--- config.mk ---
export PLATFORM = sky130hd
export DESIGN_NAME = dsai_irq_flags
export DESIGN_NICKNAME = d
export VERILOG_FILES = /design/src/hw/dsai_pkg.sv /design/src/hw/dsai_sef_det.sv /design/src/hw/dsai_irq_flags.sv
export VERILOG_INCLUDE_DIRS = /design/src /design/src/hw
export SDC_FILE = /design/constraint.sdc
export NUM_CORES = 1
export LEC_CHECK = 0
export BUFFER_PORTS_ARGS = -buffer_cell sky130_fd_sc_hd__buf_2
export CAP_MARGIN = 20
export CORE_MARGIN = 2
export CORE_UTILIZATION = 35
export DETAILED_ROUTE_END_ITERATION = 10
export HOLD_SLACK_MARGIN = 0.1
export SYNTH_ARGS = -nofsm -noshare
export SYNTH_HDL_FRONTEND = slang
export SYNTH_HIERARCHICAL = 1
export SYNTH_SLANG_ARGS = --single-unit
--- constraint.sdc ---
create_clock -name aclk -period 10.93 [get_ports aclk]
set_input_delay 1.6395 -clock aclk [delete_from_list [all_inputs] [get_ports aclk]]
set_output_delay 1.6395 -clock aclk [all_outputs]
set_load 0.01 [all_outputs]
--- src/hw/dsai_regs.svh ---
`ifndef DSAI_REGS_SVH
`define DSAI_REGS_SVH

// register indices, byte address is four times the index
`define DSAI_IDX_FLAGS_A   8'h27
`define DSAI_IDX_FLAGS_B   8'h28
`define DSAI_IDX_FLAGS_C   8'h29
`define DSAI_IDX_MASK_A    8'h30
`define DSAI_IDX_MASK_B    8'h31
`define DSAI_IDX_MASK_C    8'h32
`define DSAI_IDX_EDGE      8'h3f
`define DSAI_ADDR_W        10

// edge select fields and reset values
`define DSAI_EDGE_RISE_BIT 1
`define DSAI_EDGE_FALL_BIT 0
`define DSAI_EDGE_RST      2'h2
`define DSAI_MASK_RST      24'h000000

// flag positions in the 24-bit flag vector
`define DSAI_NEW_BIT       7
`define DSAI_SEF_BIT       15

// message repeat and errored-frame window
`define DSAI_FEAC_REPEAT   3'h5
`define DSAI_SEF_WIN       16
`define DSAI_SEF_THRESH    3

`define DSAI_RESP_OKAY     2'h0
`define DSAI_RESP_SLVERR   2'h2

`endif

--- src/hw/dsai_pkg.sv ---
`default_nettype none
package dsai_pkg;

   // live source conditions sampled for edge detection
   typedef struct packed {
      logic [7:0] rx_status;
      logic [6:0] lb_b;
      logic [6:0] lb_a;
   } dsai_src_t;

   // one received far-end alarm message code
   typedef struct packed {
      logic       valid;
      logic [5:0] code;
   } dsai_feac_t;

   // one received framing bit result
   typedef struct packed {
      logic valid;
      logic err;
      logic in_frame;
   } dsai_fbit_t;

   typedef logic [23:0] dsai_flags_t;

endpackage
`default_nettype wire

--- src/hw/dsai_sef_det.sv ---
`timescale 1ns/1ps
`default_nettype none
`include "dsai_regs.svh"

module dsai_sef_det #(
   parameter int WIN = `DSAI_SEF_WIN
) (
   input  wire logic              aclk,
   input  wire logic              aresetn,
   input  wire dsai_pkg::dsai_fbit_t fbit,
   output logic                   sef
);

   localparam int CW = $clog2(WIN + 1);
   localparam logic [CW-1:0] THRESH = CW'(`DSAI_SEF_THRESH);

   logic [WIN-1:0] hist;
   logic [CW-1:0]  err_cnt;

   always_ff @(posedge aclk)
   begin
      if (!aresetn)
         hist <= '0;
      else if (fbit.valid)
         hist <= {hist[WIN-2:0], fbit.err};
   end

   always_comb
   begin
      err_cnt = '0;
      for (int i = 0; i < WIN; i++)
         err_cnt = err_cnt + CW'(hist[i]);
   end

   // hold the defect until framing recovers and the window error count is below the threshold
   always_ff @(posedge aclk)
   begin
      if (!aresetn)
         sef <= 1'b0;
      else if (err_cnt >= THRESH)
         sef <= 1'b1;
      else if (fbit.in_frame)
         sef <= 1'b0;
   end
endmodule
`default_nettype wire

--- src/hw/dsai_irq_flags.sv ---
`timescale 1ns/1ps
`default_nettype none
`include "dsai_regs.svh"

module dsai_irq_flags (
   input  wire logic                         aclk,
   input  wire logic                         aresetn,
   input  wire logic [`DSAI_ADDR_W-1:0]      s_axi_awaddr,
   input  wire logic                         s_axi_awvalid,
   output logic                              s_axi_awready,
   input  wire logic [31:0]                  s_axi_wdata,
   input  wire logic [3:0]                   s_axi_wstrb,
   input  wire logic                         s_axi_wvalid,
   output logic                              s_axi_wready,
   output logic [1:0]                        s_axi_bresp,
   output logic                              s_axi_bvalid,
   input  wire logic                         s_axi_bready,
   input  wire logic [`DSAI_ADDR_W-1:0]      s_axi_araddr,
   input  wire logic                         s_axi_arvalid,
   output logic                              s_axi_arready,
   output logic [31:0]                       s_axi_rdata,
   output logic [1:0]                        s_axi_rresp,
   output logic                              s_axi_rvalid,
   input  wire logic                         s_axi_rready,
   input  wire dsai_pkg::dsai_src_t          src,
   input  wire dsai_pkg::dsai_feac_t         feac,
   input  wire dsai_pkg::dsai_fbit_t         fbit,
   output logic                              irq
);

   dsai_pkg::dsai_flags_t flags;
   dsai_pkg::dsai_flags_t mask;
   dsai_pkg::dsai_flags_t cur;
   dsai_pkg::dsai_flags_t prev;
   dsai_pkg::dsai_flags_t set_v;
   dsai_pkg::dsai_flags_t rd_clr;
   dsai_pkg::dsai_flags_t wr_clr;
   logic [1:0]            edge_sel;
   logic                  rise_en;
   logic                  fall_en;
   logic [5:0]            last_code;
   logic [2:0]            rep_cnt;
   logic                  new_cond;
   logic                  sef;
   logic                  wr_go;
   logic                  rd_go;
   logic [7:0]            wr_idx;
   logic [7:0]            rd_idx;

   assign rise_en = edge_sel[`DSAI_EDGE_RISE_BIT];
   assign fall_en = edge_sel[`DSAI_EDGE_FALL_BIT];

   // ---------------- far-end message repeat detection
   always_ff @(posedge aclk)
   begin
      if (!aresetn)
      begin
         last_code <= 6'h00;
         rep_cnt   <= 3'h0;
      end
      else if (feac.valid)
      begin
         last_code <= feac.code;
         // saturate so a steady repeat is declared only once
         if (feac.code == last_code && rep_cnt != 3'h0)
         begin
            if (rep_cnt != `DSAI_FEAC_REPEAT)
               rep_cnt <= rep_cnt + 3'h1;
         end
         else
            rep_cnt <= 3'h1;
      end
   end

   always_ff @(posedge aclk)
   begin
      if (!aresetn)
         new_cond <= 1'b0;
      else
         new_cond <= feac.valid && feac.code == last_code
                     && rep_cnt == `DSAI_FEAC_REPEAT - 3'h1;
   end

   // ---------------- errored frame detector
   // sliding window detector
   dsai_sef_det #(
      .WIN (`DSAI_SEF_WIN)
   ) u_sef (
      .aclk    (aclk),
      .aresetn (aresetn),
      .fbit    (fbit),
      .sef     (sef)
   );

   // ---------------- condition edges and flags
   // per-register flag layout
   assign cur = {src.rx_status, sef, src.lb_b, new_cond, src.lb_a};

   always_ff @(posedge aclk)
   begin
      if (!aresetn)
         prev <= '0;
      else
         prev <= cur;
   end

   genvar gi;
   generate
      for (gi = 0; gi < 24; gi++)
      begin : g_flag
         if (gi == `DSAI_SEF_BIT)
         begin : g_entry
            assign set_v[gi] = cur[gi] & ~prev[gi];
         end
         else
         begin : g_edge
            assign set_v[gi] = (rise_en & cur[gi] & ~prev[gi])
                             | (fall_en & ~cur[gi] & prev[gi]);
         end

         // clear on read, a new event wins over the clear
         always_ff @(posedge aclk)
         begin
            if (!aresetn)
               flags[gi] <= 1'b0;
            else
               flags[gi] <= set_v[gi] | (flags[gi] & ~rd_clr[gi] & ~wr_clr[gi]);
         end
      end
   endgenerate

   always_ff @(posedge aclk)
   begin
      if (!aresetn)
         irq <= 1'b0;
      else
         irq <= |(flags & mask);
   end

   // ---------------- AXI4-Lite write channel
   // address and data are taken together; a lone channel simply waits
   assign wr_go         = s_axi_awvalid & s_axi_wvalid & ~s_axi_bvalid;
   assign s_axi_awready = wr_go;
   assign s_axi_wready  = wr_go;
   assign wr_idx        = s_axi_awaddr[`DSAI_ADDR_W-1:2];

   always_comb
   begin
      wr_clr = '0;
      if (wr_go && s_axi_wstrb[0])
      begin
         unique case (wr_idx)
            `DSAI_IDX_FLAGS_A: wr_clr[7:0]   = s_axi_wdata[7:0];
            `DSAI_IDX_FLAGS_B: wr_clr[15:8]  = s_axi_wdata[7:0];
            `DSAI_IDX_FLAGS_C: wr_clr[23:16] = s_axi_wdata[7:0];
            default:           wr_clr        = '0;
         endcase
      end
   end

   always_ff @(posedge aclk)
   begin
      if (!aresetn)
      begin
         mask     <= `DSAI_MASK_RST;
         edge_sel <= `DSAI_EDGE_RST;
      end
      else if (wr_go && s_axi_wstrb[0])
      begin
         unique case (wr_idx)
            `DSAI_IDX_MASK_A: mask[7:0]   <= s_axi_wdata[7:0];
            `DSAI_IDX_MASK_B: mask[15:8]  <= s_axi_wdata[7:0];
            `DSAI_IDX_MASK_C: mask[23:16] <= s_axi_wdata[7:0];
            `DSAI_IDX_EDGE:   edge_sel    <= s_axi_wdata[1:0];
            default:          edge_sel    <= edge_sel;
         endcase
      end
   end

   always_ff @(posedge aclk)
   begin
      if (!aresetn)
      begin
         s_axi_bvalid <= 1'b0;
         s_axi_bresp  <= `DSAI_RESP_OKAY;
      end
      else if (wr_go)
      begin
         s_axi_bvalid <= 1'b1;
         unique case (wr_idx)
            `DSAI_IDX_FLAGS_A, `DSAI_IDX_FLAGS_B, `DSAI_IDX_FLAGS_C,
            `DSAI_IDX_MASK_A, `DSAI_IDX_MASK_B, `DSAI_IDX_MASK_C,
            `DSAI_IDX_EDGE: s_axi_bresp <= `DSAI_RESP_OKAY;
            default:        s_axi_bresp <= `DSAI_RESP_SLVERR;
         endcase
      end
      else if (s_axi_bready)
         s_axi_bvalid <= 1'b0;
   end

   // ---------------- AXI4-Lite read channel
   assign rd_go         = s_axi_arvalid & ~s_axi_rvalid;
   assign s_axi_arready = ~s_axi_rvalid;
   assign rd_idx        = s_axi_araddr[`DSAI_ADDR_W-1:2];

   always_comb
   begin
      rd_clr = '0;
      if (rd_go)
      begin
         unique case (rd_idx)
            `DSAI_IDX_FLAGS_A: rd_clr[7:0]   = 8'hff;
            `DSAI_IDX_FLAGS_B: rd_clr[15:8]  = 8'hff;
            `DSAI_IDX_FLAGS_C: rd_clr[23:16] = 8'hff;
            default:           rd_clr        = '0;
         endcase
      end
   end

   always_ff @(posedge aclk)
   begin
      if (!aresetn)
      begin
         s_axi_rvalid <= 1'b0;
         s_axi_rdata  <= 32'h00000000;
         s_axi_rresp  <= `DSAI_RESP_OKAY;
      end
      else if (rd_go)
      begin
         s_axi_rvalid <= 1'b1;
         s_axi_rresp  <= `DSAI_RESP_OKAY;
         unique case (rd_idx)
            `DSAI_IDX_FLAGS_A: s_axi_rdata <= {24'h000000, flags[7:0]};
            `DSAI_IDX_FLAGS_B: s_axi_rdata <= {24'h000000, flags[15:8]};
            `DSAI_IDX_FLAGS_C: s_axi_rdata <= {24'h000000, flags[23:16]};
            `DSAI_IDX_MASK_A:  s_axi_rdata <= {24'h000000, mask[7:0]};
            `DSAI_IDX_MASK_B:  s_axi_rdata <= {24'h000000, mask[15:8]};
            `DSAI_IDX_MASK_C:  s_axi_rdata <= {24'h000000, mask[23:16]};
            `DSAI_IDX_EDGE:    s_axi_rdata <= {30'h00000000, edge_sel};
            default:
            begin
               s_axi_rdata <= 32'h00000000;
               s_axi_rresp <= `DSAI_RESP_SLVERR;
            end
         endcase
      end
      else if (s_axi_rready)
         s_axi_rvalid <= 1'b0;
   end
endmodule
`default_nettype wire

Word level (Yosys, flattened, before mapping)
Cells that the tools add are included.
{"block": "word_totals", "word_cells": 399, "output_inout_bits": 42, "input_bits": 95, "ff_bits": 140}
{"block": "op_classes", "muxes": 19, "magnitude_cmp": 1, "n_reduce_logical": 16, "bitwise": 289, "eq_ne": 18, "addsub": 16}
{"op": "bitwise AND 1 bit", "n": 144}
{"op": "equality test 8 x 6 -> 1 bit (second input constant)", "n": 14}
{"op": "inverter 1 bit", "n": 97}
{"op": "adder 5 x 1 -> 5 bit", "n": 14}
{"op": "one-hot mux 8 bit (7 select lines)", "n": 1}
{"op": "two-way mux 24 bit", "n": 2}
{"op": "two-way mux 8 bit", "n": 6}
{"op": "OR 1 bit", "n": 47}
{"op": "bitwise AND 24 bit", "n": 1}
{"op": "OR reduction 24 bit", "n": 1}
{"op": "OR reduction 7 bit", "n": 2}
{"op": "AND reduction 2 bit", "n": 5}
{"op": "equality test 6 bit", "n": 1}
{"op": "two-way mux 1 bit", "n": 6}
{"op": "two-way mux 3 bit", "n": 2}
{"op": "nonzero test 2 bit", "n": 3}
{"op": "greater-or-equal comparator 5 x 2 -> 1 bit (second input constant)", "n": 1}
{"op": "logical AND 1 bit", "n": 4}
{"op": "two-way mux 2 bit", "n": 2}
{"op": "adder 3 x 1 -> 3 bit (second input constant)", "n": 1}
{"op": "equality test 3 bit (second input constant)", "n": 1}
{"op": "inequality test 3 bit (second input constant)", "n": 1}
{"op": "nonzero test 3 bit", "n": 1}
{"op": "adder 1 x 1 -> 2 bit", "n": 1}
{"op": "inequality test 2 x 1 -> 1 bit (second input constant)", "n": 1}

Logic depth before layout (Yosys ltp)
{"block": "depth", "word_depth": 17, "depth_mapped": 12, "mapped_depth_nobuf": 12}

Hierarchy
Netlist, hierarchy kept.
{"mod": "dsai_irq_flags", "area_per_inst_um2": 4942.2, "seq_area_each_um2": 1941.9, "instances": 1, "cells_each": 570}
{"mod": "dsai_sef_det", "area_per_inst_um2": 1028.5, "seq_area_each_um2": 340.3, "instances": 1, "cells_each": 98}

Least setup slack after synthesis
No wires, ideal clock.
{"block": "synth_timing", "kind": "input port to output port", "startpoint": "in s_axi_awvalid", "endpoint": "out s_axi_wready", "stages": 3, "path_buffers": 1, "t_required_ps": 9291, "t_arrival_ps": 2136, "path_slack_ps": 7155, "cell_sequence": "nand2_1 nor2_1 buf_4"}
{"block": "synth_via", "elab_chain_len": 2}
{"element": "from (decl)", "line_no": "dsai_irq_flags.sv:9", "rtl": "input wire logic s_axi_awvalid,"}
{"element": "bitwise AND 1 bit (2 in series)", "line_no": "dsai_irq_flags.sv:142", "rtl": "assign wr_go = s_axi_awvalid & s_axi_wvalid & ~s_axi_bvalid;"}
{"element": "to (decl)", "line_no": "dsai_irq_flags.sv:14", "rtl": "output logic s_axi_wready,"}
No other way between the ends.

Worst setup path in the final report
{"block": "layout_timing", "startpoint": "reg u_sef.hist[11]", "endpoint": "reg u_sef.sef"}
{"block": "layout_via", "elab_chain_len": 7, "elab_cells_between_ends": 8, "classes_between": "add/sub (5); order compare (1); mux (1); reduce/logical (1)"}
{"element": "from (decl)", "line_no": "dsai_sef_det.sv:17", "rtl": "logic [WIN-1:0] hist;"}
{"element": "from (signal assigned)", "line_no": "dsai_sef_det.sv:25", "rtl": "hist <= {hist[WIN-2:0], fbit.err};"}
{"element": "adder 5 x 1 -> 5 bit * (5 in series)", "line_no": "dsai_sef_det.sv:32", "rtl": "err_cnt = err_cnt + CW'(hist[i]);"}
{"element": "greater-or-equal comparator 5 x 2 -> 1 bit *", "line_no": "dsai_sef_det.sv:40", "rtl": "else if (err_cnt >= THRESH)"}
{"element": "two-way mux 1 bit or nonzero test 2 bit (tied branches)"}
{"element": "to (signal assigned)", "line_no": "dsai_sef_det.sv:39", "rtl": "sef <= 1'b0;"}
{"element": "to (signal assigned)", "line_no": "dsai_sef_det.sv:41", "rtl": "sef <= 1'b1;"}
{"element": "to (signal assigned)", "line_no": "dsai_sef_det.sv:43", "rtl": "sef <= 1'b0;"}
{"element": "to (decl)", "line_no": "dsai_sef_det.sv:11", "rtl": "output logic sef"}
Every way passes the cells marked *; elsewhere a longest branch is shown, timed or not.
A chain may end at the register's enable or synchronous reset.

==> flow_metrics.py <==
metrics = {
    "sta": {
        "slew_headroom_pct": 32.42,
        "drv_slew": 0,
        "fmax_mhz": 259.9,
        "worst_pin_slew_ns": 1.014,
        "holdWs_ns": 0.4574,
        "skew_ns": 0.009810,
        "setup_viol": 0,
        "finalCritPeriodShare_pct": 35.20,
        "rsz0062_at_grt": "no",
        "fin_crit_ns": 3.847,
        "hold_viol": 0,
        "totalNegativeSetupSlack_ns": 0,
    },
    "critical_path": {
        "cp.arrival_ns": 4.15,
        "end_kind": "flip-flop",
        "critPathRequiredTime_ns": 11.24,
        "reg2reg_from": "u_sef/hist[11]",
        "r2r_end": "u_sef/sef",
        "cp-endpoint": "u_sef/sef",
        "path_max_fanout": 3,
        "crit_start": "u_sef/hist[11]",
        "r2r_slack_ns": 7.08,
        "crit_type": "flip-flop to flip-flop",
        "reg2regPathDepth": 11,
        "cp-start-kind": "flip-flop",
    },
    "synthesis": {
        "synth_top_family_by_area": "simple AND/OR/NAND/NOR gates",
        "synthTopCellsByArea": "dfxtp_1 (38%), nand2_1 (4.8%), mux2i_1 (4.5%)",
        "synthMuxAreaShare_pct": 4.715,
        "synth_ff_type": "dfxtp_1",
        "ys_seq_area_share_pct": 38.22,
        "syn_avg_cell_area_sq_um": 8.938,
        "syn_inst": 668,
        "synth-seq-cells": 114,
        "synth_area_sq_um": 5971,
        "yosysMostFrequentCell": "dfxtp_1",
        "yosys_warnings": 6,
        "synthSimpleGateAreaFrac_pct": 24.75,
        "synthXorXnorAreaFrac_pct": 1.174,
        "synth_top_cell_by_area": "dfxtp_1",
        "yosysTopAreaCellShare_pct": 38.22,
        "synth_common_cells": "dfxtp_1 (114), nand2_1 (77), nand3_1 (52)",
        "synth-edff-count": 0,
        "synth-async-reset-ratio_pct": 0,
        "synth-compound-area-share_pct": 17.18,
        "ys_types": 68,
        "synth_adder_area_share_pct": 5.029,
    },
    "floorplanning": {
        "die_h_um": 134.6,
        "die_w_um": 134.6,
        "dieArea_sq_um": 18120,
        "core-area_sq_um": 16640,
        "io_pins": 137,
        "fp-row-count": 47,
        "start_util_pct": 35.88,
    },
    "drt": {
        "highest_layer": "met4",
        "dr_total_vias": 4894,
        "postRouteAntennaNets": 0,
        "wl_per_cell_um": 15.40,
        "first_iter_violations": 442,
        "wl_met1_um": 6937,
        "dr.pass1.iters": 5,
        "wl_met3_um": 946,
        "drc": 0,
        "via_per_inst": 5.077,
        "wl_met2_um": 6787,
        "drt-total-wl_um": 14850,
    },
    "cts": {
        "hold_buffers": 0,
        "root_buffer": "clkbuf_16",
        "cts_setup_buffers": 0,
        "numCtsBuffers": 17,
        "cts_buffer_depth": 2,
        "cts.htree.levels": 4,
        "cts_sinks": 114,
        "post_cts_resized": 0,
        "clkLatencyLatePin_ns": 0.42,
        "cts_tree": "built",
        "path_clk_slew_ns": 0.05,
    },
    "placed_design": {
        "gp_congestion": 0.8918,
        "port_buffers": 79,
        "dp.cells": 930,
        "dp_hpwl_um": 10870,
    },
    "flow_run": {
        "cap_violations": 0,
    },
    "min_path": {
        "min_path_type": "flip-flop to flip-flop",
    },
    "global_routing": {
        "grt_pass1_vias": 4412,
        "antenna_found_initial": 1,
        "grt_overflow": 0,
        "grt_pass1_wl_um": 23880,
        "grt_max_degree": 108,
        "grt_usage_pct": 17.09,
    },
    "outcome": {
        "status": "finished clean",
    },
    "power": {
        "power_density_nw_per_um2": 151.8,
        "p_total_mw": 1.051,
        "ir_drop_mv": 0.1116,
        "p_leak_nw": 2.715,
    },
    "cells_and_area": {
        "area_delta_synth_final_pct": 15.88,
        "seq_area_sq_um": 2282,
        "finish.utilization_pct": 41.58,
        "final_cells": 964,
        "n_fill_cell": 1673,
        "layout.nets": 843,
        "multi_input_comb_area_sq_um": 3253,
        "drive_gt1_share_pct": 18.57,
    },
}
[power by group]
group	leakage [nW]	internal [mW]	total (mW)	switching, mW
sequential	0.934	0.432	0.446	0.0146
combinational	1.51	0.0354	0.0855	0.0501
clock	0.274	0.323	0.519	0.196
total	2.72	0.790	1.05	0.261
[logic make-up (layout without fill, tap and decap cells)]
group / count (synthesis) / count (layout)
flip-flops: 114 / 114
buffers and inverters: 97 / 147
other: 1 / 27
XOR/XNOR: 8 / 8
multiplexers: 28 / 28
AO/OA/AOI/OAI: 146 / 146
AND/OR/NAND/NOR: 256 / 256
adder cells (fa/ha/maj): 18 / 18
[how the worst min path moves through the flow]
stage	start	end	slack [ns]	cells past startpoint
detailed placement	s_axi_rdata[4]	s_axi_rdata[4]	0.45	1
CTS	s_axi_rdata[0]	s_axi_rdata[0]	0.46	2
finish	s_axi_rdata[0]	s_axi_rdata[0]	0.46	2
global route	s_axi_rdata[4]	s_axi_rdata[4]	0.47	1
global placement	s_axi_rdata[4]	s_axi_rdata[4]	0.43	1
floorplan	mask[12]	mask[12]	0.44	2
[sequential cells by signal, summed over array words and instances, names as in the netlist, 2 cells and up]
signal	flops
prev	24
flags	24
mask	24
u_sef/hist	16
last_code	6
edge_sel	2
s_axi_rdata	8
rep_cnt	3
[final cells by class]
class / instances / area share (%)
Clock buffer: 19 / 6.546
Timing Repair Buffer: 81 / 5.967
Sequential cell: 114 / 32.98
Multi-Input combinational cell: 482 / 47.02
Clock inverter: 13 / 1.627
Antenna cell: 1 / 0.03617
Inverter: 34 / 1.844
Tap cell: 220 / 3.978
[metrics by stage]
step                setup WS [ns]  cell area (sq um)
finish                      7.083               6919
global route                6.919               6917
CTS                         7.095               6909
detailed placement          6.852               6344
global placement            6.905               6344
floorplan                   7.155               6065
[layout by cell type (no fill, tap or decap), types with 3 or more instances in the layout]
cell type,n
o21ai_0,32
buf_2,78
mux2i_1,27
fa_1,10
nor4_4,4
a32oi_1,4
nand3b_1,23
clkinv_4,4
dfxtp_1,114
a31oi_1,4
and2_1,24
ha_1,8
nor2_1,14
xnor2_1,8
nand2_1,77
nor2b_1,28
a221oi_1,5
nand3_1,52
clkinv_2,5
inv_1,34
a32o_1,26
and3_1,5
clkbuf_16,17
clkinvlp_4,3
a22oi_1,18
a21oi_1,10
conb_1,26
buf_4,3
o21ai_1,25
nand4_1,7
[per-layer routing]
layer	up-vias	global-route usage [%]
li1	2458	-
met1	2259	23.12
met2	160	26.36
met3	17	5.105
met4	0	5.146
met5	-	0
[worst max-delay path: stages (launching register included)]
cell and delay (ns):
dfxtp_1 0.36, inv_1 0.07, fa_1 0.57, fa_1 0.46, fa_1 0.50, fa_1 0.50
inv_1 0.05, ha_1 0.21, fa_1 0.48, a211oi_1 0.24, o21ai_0 0.13, a21o_1 0.19
Power figures use the tool's default switching activity.
